==> src/hw/rpio_params.svh <==
// Purpose: constants of the relay panel port block
// Assumes: included by bare name
// Notes:   offsets, widths and reset values only, no logic
`ifndef RPIO_PARAMS_SVH
`define RPIO_PARAMS_SVH

// register choice from address lines 5 (port) and 0 (register)
`define RPIO_PORT_LEFT     1'h0
`define RPIO_PORT_RIGHT    1'h1
`define RPIO_REG_DATA      1'h0
`define RPIO_REG_DIR       1'h1

// reset values
`define RPIO_DATA_RST      8'h00
`define RPIO_DIR_RST       8'h00

// field widths
`define RPIO_PORT_W        8
`define RPIO_SEL_W         4
`define RPIO_PORTS         2

// width of the pin bundle passed through the synchroniser
`define RPIO_SYNC_W        38

`endif

==> src/hw/rpio_pkg.sv <==
// Purpose: types of the relay panel port block
// Assumes: rpio_params.svh supplies the widths
// Notes:   one-hot bus cycle states
`include "rpio_params.svh"

package rpio_pkg;

    typedef logic [`RPIO_PORT_W-1:0] rpio_byte_type;

    typedef enum logic [2:0] {
        ST_IDLE  = 3'h1,
        ST_WRITE = 3'h2,
        ST_READ  = 3'h4
    } rpio_state_type;

endpackage

==> src/hw/relay_panel_io_port.sv <==
// Purpose: address decode, register file and relay port logic of the panel
// Assumes: all bus pins are asynchronous to clk; strobes active high
// Notes:   a bus cycle is seen after two flops, so strobes must stay
//          asserted for several clk periods
`timescale 1ns/1ps
`default_nettype none
`include "rpio_params.svh"

module relay_panel_io_port
    import rpio_pkg::*;
(
    input  wire logic                    clk,
    input  wire logic                    rst_n,
    input  wire logic                    systemReset,
    input  wire logic                    busFailSafe,
    input  wire logic                    codedReadStrobe,
    input  wire logic                    codedWriteStrobe,
    input  wire logic                    busAddrBit5,
    input  wire logic                    busAddrBit0,
    input  wire logic                    panelSelBit4,
    input  wire logic                    panelSelBit3,
    input  wire logic                    panelSelBit2,
    input  wire logic                    panelSelBit1,
    input  wire logic [`RPIO_SEL_W-1:0]  strapClosed,
    input  wire logic [`RPIO_PORT_W-1:0] busDataIn,
    output var  logic [`RPIO_PORT_W-1:0] busDataOut,
    output var  logic                    busDataOe,
    input  wire logic [`RPIO_PORT_W-1:0] leftChanIn,
    input  wire logic [`RPIO_PORT_W-1:0] rightChanIn,
    output var  logic [`RPIO_PORT_W-1:0] leftRelayDrive,
    output var  logic [`RPIO_PORT_W-1:0] rightRelayDrive
);

    ////////////////////////////////////////////////////////////////////////////
    // pin synchronisation

    logic [`RPIO_SYNC_W-1:0] pinSync;
    logic                    sysRstS;
    logic                    failS;
    logic                    rdS;
    logic                    wrS;
    logic                    addr5S;
    logic                    addr0S;
    logic [`RPIO_SEL_W-1:0]  selS;
    logic [`RPIO_SEL_W-1:0]  strapS;
    rpio_byte_type           dataS;
    rpio_byte_type           chanInS [`RPIO_PORTS];

    rpio_sync #(
        .WIDTH (`RPIO_SYNC_W)
    ) u_sync (
        .clk     (clk),
        .rst_n   (rst_n),
        .pinIn   ({systemReset, busFailSafe, codedReadStrobe, codedWriteStrobe,
                   busAddrBit5, busAddrBit0,
                   panelSelBit4, panelSelBit3, panelSelBit2, panelSelBit1,
                   strapClosed, busDataIn, leftChanIn, rightChanIn}),
        .pinSync (pinSync)
    );

    assign {sysRstS, failS, rdS, wrS, addr5S, addr0S, selS, strapS, dataS,
            chanInS[0], chanInS[1]} = pinSync;

    ////////////////////////////////////////////////////////////////////////////
    // decode

    logic [`RPIO_SEL_W-1:0] expectedSel;
    logic                   selected;
    logic                   clearRegs;
    logic                   writePulse;

    // straps are jumpers, so they are sampled continuously rather than once
    assign expectedSel = ~strapS;
    assign selected    = (selS == expectedSel);
    assign clearRegs   = sysRstS | failS;

    ////////////////////////////////////////////////////////////////////////////
    // bus cycle state

    rpio_state_type state_r;
    rpio_state_type state_nxt;

    // a write is taken once, on the way into ST_WRITE, so a long strobe
    // cannot store a byte twice
    assign writePulse = (state_r == ST_IDLE) && selected && wrS && !rdS && !failS;

    always_comb begin
        state_nxt = state_r;
        case (state_r)
            ST_IDLE: begin
                if (failS) begin
                    state_nxt = ST_IDLE;
                end else if (selected && wrS && !rdS) begin
                    state_nxt = ST_WRITE;
                end else if (selected && rdS && !wrS) begin
                    state_nxt = ST_READ;
                end
            end
            ST_WRITE: begin
                if (!wrS || failS) begin
                    state_nxt = ST_IDLE;
                end
            end
            ST_READ: begin
                if (!rdS || !selected || failS) begin
                    state_nxt = ST_IDLE;
                end
            end
            default: begin
                state_nxt = ST_IDLE;
            end
        endcase
    end

    always_ff @(posedge clk) begin
        if (!rst_n) begin
            state_r <= ST_IDLE;
        end else begin
            state_r <= state_nxt;
        end
    end

    ////////////////////////////////////////////////////////////////////////////
    // data and direction registers, one pair per port

    rpio_byte_type dataReg_r  [`RPIO_PORTS];
    rpio_byte_type dirReg_r   [`RPIO_PORTS];
    rpio_byte_type portState  [`RPIO_PORTS];
    rpio_byte_type relayDrive [`RPIO_PORTS];

    for (genvar p = 0; p < `RPIO_PORTS; p++) begin : g_port
        always_ff @(posedge clk) begin
            if (!rst_n || clearRegs) begin
                dataReg_r[p] <= `RPIO_DATA_RST;
                dirReg_r[p]  <= `RPIO_DIR_RST;
            end else if (writePulse && (addr5S == 1'(p))) begin
                if (addr0S == `RPIO_REG_DIR) begin
                    dirReg_r[p] <= dataS;
                end else begin
                    dataReg_r[p] <= dataS;
                end
            end
        end

        // output bits echo the data register, input bits show the channel
        assign portState[p] = (dataReg_r[p] & dirReg_r[p])
                            | (~dirReg_r[p] & chanInS[p]);

        always_ff @(posedge clk) begin
            if (!rst_n) begin
                relayDrive[p] <= `RPIO_DATA_RST;
            end else begin
                relayDrive[p] <= dataReg_r[p] & dirReg_r[p];
            end
        end
    end

    assign leftRelayDrive  = relayDrive[0];
    assign rightRelayDrive = relayDrive[1];

    ////////////////////////////////////////////////////////////////////////////
    // read path

    rpio_byte_type readData_r;

    always_ff @(posedge clk) begin
        if (!rst_n) begin
            readData_r <= `RPIO_DATA_RST;
        end else begin
            readData_r <= (addr5S == `RPIO_PORT_RIGHT) ? portState[1] : portState[0];
        end
    end

    assign busDataOut = readData_r;
    // driving stops the moment the strobe or select goes; failed cable
    // leaves the bus to the host terminators, which read as FF
    assign busDataOe  = (state_r == ST_READ) && rdS && selected
                        && !wrS && !failS;
endmodule

`default_nettype wire

==> src/hw/rpio_sync.sv <==
// Purpose: two-flop synchroniser for the asynchronous panel pins
// Assumes: every bit is an independent level
// Notes:   first stage feeds only the second stage
`timescale 1ns/1ps
`default_nettype none
`include "rpio_params.svh"

module rpio_sync
    import rpio_pkg::*;
#(
    parameter int WIDTH = `RPIO_SYNC_W
) (
    input  wire logic             clk,
    input  wire logic             rst_n,
    input  wire logic [WIDTH-1:0] pinIn,
    output var  logic [WIDTH-1:0] pinSync
);

    logic [WIDTH-1:0] stage1_r;

    always_ff @(posedge clk) begin
        if (!rst_n) begin
            stage1_r <= '0;
            pinSync  <= '0;
        end else begin
            stage1_r <= pinIn;
            pinSync  <= stage1_r;
        end
    end

endmodule

`default_nettype wire

==> config.mk <==
export PLATFORM = sky130hd
export DESIGN_NAME = relay_panel_io_port
export DESIGN_NICKNAME = d
export VERILOG_FILES = /design/src/hw/rpio_pkg.sv /design/src/hw/relay_panel_io_port.sv /design/src/hw/rpio_sync.sv
export VERILOG_INCLUDE_DIRS = /design/src /design/src/hw
export SDC_FILE = /design/constraint.sdc
export NUM_CORES = 1
export LEC_CHECK = 0
export BUFFER_PORTS_ARGS = -buffer_cell sky130_fd_sc_hd__buf_2
export CAP_MARGIN = 10
export CORE_AREA = 2 2 99 101
export DETAILED_ROUTE_END_ITERATION = 6
export DIE_AREA = 0 0 101 103
export GPL_TIMING_DRIVEN = 1
export PLACE_DENSITY_LB_ADDON = 0.15
export SLEW_MARGIN = 5
export SYNTH_ARGS = -nofsm -noshare
export SYNTH_HDL_FRONTEND = slang
export SYNTH_HIERARCHICAL = 1
export SYNTH_SLANG_ARGS = --single-unit
==> constraint.sdc <==
create_clock -name clk -period 2.1 [get_ports clk]
set_input_delay 0.42 -clock clk [delete_from_list [all_inputs] [get_ports clk]]
set_output_delay 0.42 -clock clk [all_outputs]
set_load 0.1 [all_outputs]
==> impl_metrics.ini, run 1 <==
[worst_hold_path]
hp-class = in2reg
min_from = strapClosed[2]
hold-path-endpoint = u_sync/stage1_r[26]
min_path_cells = 2

[worst_setup_path]
reg2reg_from = state_r[2]
worstPathArrival_ps = 1780
reg2regPathDepth = 5
cp_num_buf_inv = 1
cp_max_fo = 3
critical_path.cell_chain = or4_4, nor3_4, buf_12
r2r_end = dataReg_r[0][7]
required_ps = 1680
r2r_slack_ps = 220
end_kind = output pin
cpPeakStageDelay_ps = 570
crit_path_start_kind = flop
path_class = reg2out
worst_path_max_delay_cell = or4_4
crit_start = state_r[1]
crit_family = simple AND/OR/NAND/NOR gates

[global_route]
grt_pass1_wl_mm = 11.6
grt_use_total_pct = 15.1
antenna_found_initial = 0
grt_max_degree = 87
grt_pass1_vias = 2363
overflow = 0

[logic_synthesis]
ys.warnings.count = 6
syn_nets = 383
synthArstFlopShare_pct = 0
avgSynthCellArea_um2 = 13.3
ys.flop_type = dfxtp_1
synth_most_common_cell = and2_1
synth_cell_types = 32
synth-edff-count = 32
synth_common_cells = 109 x and2_1, 103 x dfxtp_1, 32 x edfxtp_1
yosys.area.top_type = dfxtp_1
yosys.area.top_type_share_pct = 45.4
ys_seq_elements = 135
ys_top_cells_by_area = dfxtp_1 45%, edfxtp_1 21%, and2_1 15%
synth_area_um2 = 4550
syn_inst = 343
ys_seq_area_share_pct = 66.5

[placement]
gp_congestion = 0.756
hpwl_mm = 4.71
port_buffers = 64

[drt]
num_vias = 2535
ant_nets = 0
drc = 0
post_drt_wl_per_cell_um = 13.1
firstDrtPassIters = 5
via_per_inst = 4.64
first_iter_violations = 111
wl_mm = 7.16

[die]
start_util_pct = 48.1
die_x_um = 101
core_um2 = 9460
fp-row-count = 36
die-area_um2 = 10400
die_h_um = 103
pin_count = 65

[sta]
setup_violations = 1
slew-limit-headroom_pct = 58.5
layout_setup_ws_ps = -104
period_share_pct = 105
skew_ps = 11.8
max_freq_mhz = 454
worst_pin_slew_ps = 622
whs_ps = 114
tns_ps = -104
slew_violations = 0
grt_setup_unrepaired = true
hold_viol = 0
fin_crit_ps = 2200

[power]
sequentialPowerShare_pct = 48.6
vdd_drop_max_v = 0.000523
clockPowerShare_pct = 46.5
p_int_uw = 4540
p_comb_share_pct = 4.8
power_density_nw_per_um2 = 1040
p_leak_uw = 0.00255
p_switching_uw = 1230
swShare_pct = 21.3

[clock_network]
ctsLongestPathBuffers = 2
clkTransAtPathRegs_ps = 60
cts_tree = yes
htreeDepth = 4
postCtsSetupRepairBufs = 0
numCtsBuffers = 17
cts-root-buf = clkbuf_8
clock-sinks = 135
clk_latency_ps = 510

[cells_and_area]
fin_nets = 460
n_fill_cell = 788
layout-drive-gt1-share_pct = 29.2
antenna_cells = 0
area_growth_pct = 22.4

[outcome]
violations = setup timing
status = finished, violations left

[run]
maxCapViolations = 0
==> worst reg2reg max path: stages, from the launching register on <==
cell and delay (ps):
dfxtp_4 360, nor4b_4 370, nand3b_4 190, or2_4 300, o31ai_2 170, buf_4 200
==> through the flow <==
step                      cell area [um^2]  util, %  setup slack (ps)  cells  power, uW
after global placement                5000     52.8               249    515       3140
final                                 5560     58.8              -104    546       5770
after floorplan                       4560        -             -2.21    343       3060
after CTS                             5560     58.8              -131    546       5830
after global routing                  5560     58.8              -156    546       5980
after detailed placement              5000     52.8               198    515       3140
==> worst max-delay path by stage <==
stage                          end  cells past startpoint
finish                   busDataOe                      3
CTS                      busDataOe                      3
floorplan                busDataOe                      2
global route             busDataOe                      3
detailed placement  dirReg_r[1][0]                      4
global placement    dirReg_r[1][4]                      4
==> power by group through the flow <==
stage	clock network (uW)	logic, uW	registers [uW]
after floorplan	0	137	2920
after global placement	0	277	2860
after detailed placement	0	280	2860
after CTS	2740	281	2810
after global routing	2860	303	2820
final	2690	278	2810
==> cell usage in the layout, fill, tap and decap left out, drive strengths merged, types with 2 or more instances in the layout <==
cell type | synthesis | layout
and2 | 109 | 109
dfxtp | 103 | 103
buf | 8 | 71
edfxtp | 32 | 32
clkbuf | 5 | 25
and3 | 16 | 16
nand2 | 13 | 13
mux2 | 8 | 8
mux2i | 8 | 8
o211a | 8 | 8
xor2 | 5 | 5
o21ai | 5 | 5
clkinv | 0 | 4
inv | 2 | 4
nor4 | 3 | 3
or4 | 2 | 2
nor4b | 2 | 2
nand2b | 2 | 2
nor2 | 2 | 2
==> kinds of logic (layout without fill, tap and decap cells) <==
family	count (synthesis)	count (layout)	synth area share, %
simple gates	154	154	23.0
flops	135	135	66.5
compound gates	18	18	3.33
mux	16	16	3.74
buf+inv	15	104	2.15
xor+xnor	5	5	1.29
==> metal layers <==
| layer | routed length (um) | vias to the layer above | track usage, % |
|---|---|---|---|
| met4 | 85 | 0 | 7.17 |
| met5 | 0 | - | 0 |
| met1 | 3500 | 1170 | 19.7 |
| met2 | 3180 | 63 | 22.5 |
| met3 | 389 | 8 | 5.36 |
| li1 | - | 1294 | - |
==> registers in the layout (all words and copies together) (netlist names) <==
name	cells
dataReg_r	16
dirReg_r	16
relayDrive	16
u_sync/pinSync	38
busDataOut	8
state_r	3
u_sync/stage1_r	38
==> timing repair <==
item	CTS	global route
hold buffers	0	0
gates resized for setup	4	2
setup endpoints to repair	1	1
hold endpoints to repair	0	0
pin swaps	0	0
==> area by class of cell <==
type / instances / area [um^2] / share of cell area [%]
Inverter: 2 / 7.51 / 0.135
Multi-Input combinational cell: 193 / 1440 / 25.9
Clock inverter: 6 / 36.3 / 0.652
Tap cell: 114 / 143 / 2.56
Clock buffer: 25 / 517 / 9.29
Timing Repair Buffer: 71 / 388 / 6.97
Sequential cell: 135 / 3030 / 54.5
Note: power is estimated with default switching activity, not from simulation.
==> run 2, diff against run 1 <==
==> constraint.sdc (replaced) <==
create_clock -name clk -period 2.1 [get_ports clk]
set_input_delay 0.21 -clock clk [delete_from_list [all_inputs] [get_ports clk]]
set_output_delay 0.21 -clock clk [all_outputs]
set_load 0.1 [all_outputs]
==> run 2 against run 1 <==
The flow now finishes without violations. First-iteration DRC count decreased by 9.0%. Critical path depth unchanged. Via count increased by 6.6%. Sequential share of layout area is 4.0 points lower. Core utilization is 4.5 points higher. Die area unchanged. Largest power group is now clock.
==> impl_metrics.ini, run 2 (synthesis gave the netlist of run 1 again) <==
[outcome]
status = finished clean

[worst_setup_path]
crit_path_start_kind = flop
cp_max_fo = 3
path_class = reg2out
worstPathArrival_ps = 1800
worst_path_max_delay_cell = or4_4
reg2regPathDepth = 5
end_kind = output pin
r2r_slack_ps = 230
reg2reg_from = state_r[1]
required_ps = 1890
critical_path.cell_chain = or4_4, nor3_4, buf_12
r2r_end = dataReg_r[0][4]
cpPeakStageDelay_ps = 570

[worst_hold_path]
min_path_cells = 1
hold-path-endpoint = u_sync/pinSync[36]
hp-class = reg2reg
min_from = u_sync/stage1_r[36]

[drt]
via_per_inst = 4.61
drc = 0
post_drt_wl_per_cell_um = 13.0
firstDrtPassIters = 4
num_vias = 2703
ant_nets = 0
first_iter_violations = 101
wl_mm = 7.60

[global_route]
grt_use_total_pct = 16.1
overflow = 0
grt_pass1_vias = 2611
grt_max_degree = 95
antenna_found_initial = 0
grt_pass1_wl_mm = 12.3

[cells_and_area]
antenna_cells = 0
top_regs = u_sync/pinSync: 38 flops, u_sync/stage1_r: 38 flops
final_cell_mix = 109 x and2_1, 101 x dfxtp_1, 63 x buf_2, 39 x dlygate4sd3_1, 32 x edfxtp_1
final_common_cell = and2_1
area_growth_pct = 31.7
fin_nets = 499
layout-drive-gt1-share_pct = 26.9

[sta]
fin_crit_ps = 2010
period_share_pct = 95.7
skew_ps = 9.79
setup_violations = 0
tns_ps = 0
max_freq_mhz = 498
slew_violations = 0
hold_viol = 0
slew-limit-headroom_pct = 55.2
grt_setup_unrepaired = false
worst_pin_slew_ps = 673

[clock_network]
clkTransAtPathRegs_ps = 60
postCtsSetupRepairBufs = 0
htreeDepth = 4
clock-sinks = 135
cts_tree = yes
numCtsBuffers = 17
clk_latency_ps = 520
ctsLongestPathBuffers = 2
cts-root-buf = clkbuf_8

[power]
p_switching_uw = 1370
clockPowerShare_pct = 47.9
power_uw = 6030
p_leak_uw = 0.00273
swShare_pct = 22.7
power_density_nw_per_um2 = 1010
p_comb_share_pct = 5.6
vdd_drop_max_v = 0.000498
sequentialPowerShare_pct = 46.6
p_int_uw = 4660

[die]
start_util_pct = 48.1
core_um2 = 9460
die_h_um = 103
pin_count = 65
die_x_um = 101
fp-row-count = 36
die-area_um2 = 10400

[placement]
port_buffers = 64
gp_congestion = 0.752
hpwl_mm = 4.63

[run]
maxCapViolations = 0
run 2: cell types whose count changed in the layout (fill, tap and decap cells not counted):
| cell | before | now |
|---|---|---|
| inv_6 | 0 | 4 |
| dfxtp_2 | 3 | 2 |
| inv_8 | 0 | 2 |
| dlygate4sd3_1 | 0 | 39 |
| dfxtp_4 | 1 | 0 |
| clkbuf_1 | 3 | 1 |
| clkinv_4 | 1 | 3 |
| clkinv_2 | 3 | 1 |
| inv_4 | 2 | 1 |
| bufinv_16 | 0 | 1 |
| dfxtp_1 | 99 | 101 |
| clkbuf_8 | 4 | 1 |
run 2: metal layers:
metal  wire length (um)  global-route usage, %  part of all wire, %  vias up
met2               3560                   25.4                   47       74
met5                  0                      0                    0        -
met3                382                   5.97                  5.0       13
li1                   -                      -                    -     1380
met4                138                   7.80                  1.8        0
met1               3520                   19.7                   46     1236
run 2: power by group through the flow:
stage | registers (uW) | clock network, uW | logic [uW]
2_1_floorplan | 2920 | 0 | 137
3_3_place_gp | 2860 | 0 | 276
3_5_place_dp | 2860 | 0 | 281
4_1_cts | 2810 | 2950 | 336
5_1_grt | 2820 | 3060 | 366
6_report | 2810 | 2880 | 335
run 2: layout make-up:
| type | instances | area, um^2 |
|---|---|---|
| Timing Repair Buffer | 110 | 778 |
| Clock buffer | 20 | 468 |
| Clock inverter | 12 | 125 |
| Tap cell | 114 | 143 |
| Inverter | 2 | 7.51 |
| Multi-Input combinational cell | 193 | 1440 |
| Sequential cell | 135 | 3030 |
| Fill cell | 727 | 3470 |
run 2: critical path: cells and delay by family, from the launching register on:
family        cells  cell delay (ps)
buf+inv           1              200
flops             1              340
simple gates      2              740
run 2: repair_timing:
action                                  4_1_cts  5_1_grt
gates resized for setup                       6        1
endpoints found under the setup margin        1        1
hold endpoints to repair                     39        0
hold buffers                                 39        0
run 2: per-stage QoR:
| stage | std cells | util, % | hold slack [ps] | cell area [um^2] | worst slack (ps) |
|---|---|---|---|---|---|
| 6_report | 586 | 63.3 | 424 | 5990 | 90.6 |
| 5_1_grt | 586 | 63.3 | 403 | 5990 | 1.23 |
| 4_1_cts | 586 | 63.3 | 396 | 5990 | 47.5 |
| 3_5_place_dp | 515 | 52.7 | 413 | 4980 | 220 |
| 3_3_place_gp | 515 | 52.7 | 415 | 4980 | 250 |
| 2_1_floorplan | 343 | - | 337 | 4560 | 122 |
run 2: worst max-delay path by stage:
stage	startpoint	endpoint	depth (start not counted)
after global placement	state_r[1]	dataReg_r[0][4]	5
after global routing	state_r[1]	busDataOe	3
final	state_r[1]	busDataOe	3
after CTS	state_r[1]	busDataOe	3
after floorplan	state_r[1]	dataReg_r[0][0]	4
after detailed placement	state_r[2]	dataReg_r[0][4]	5
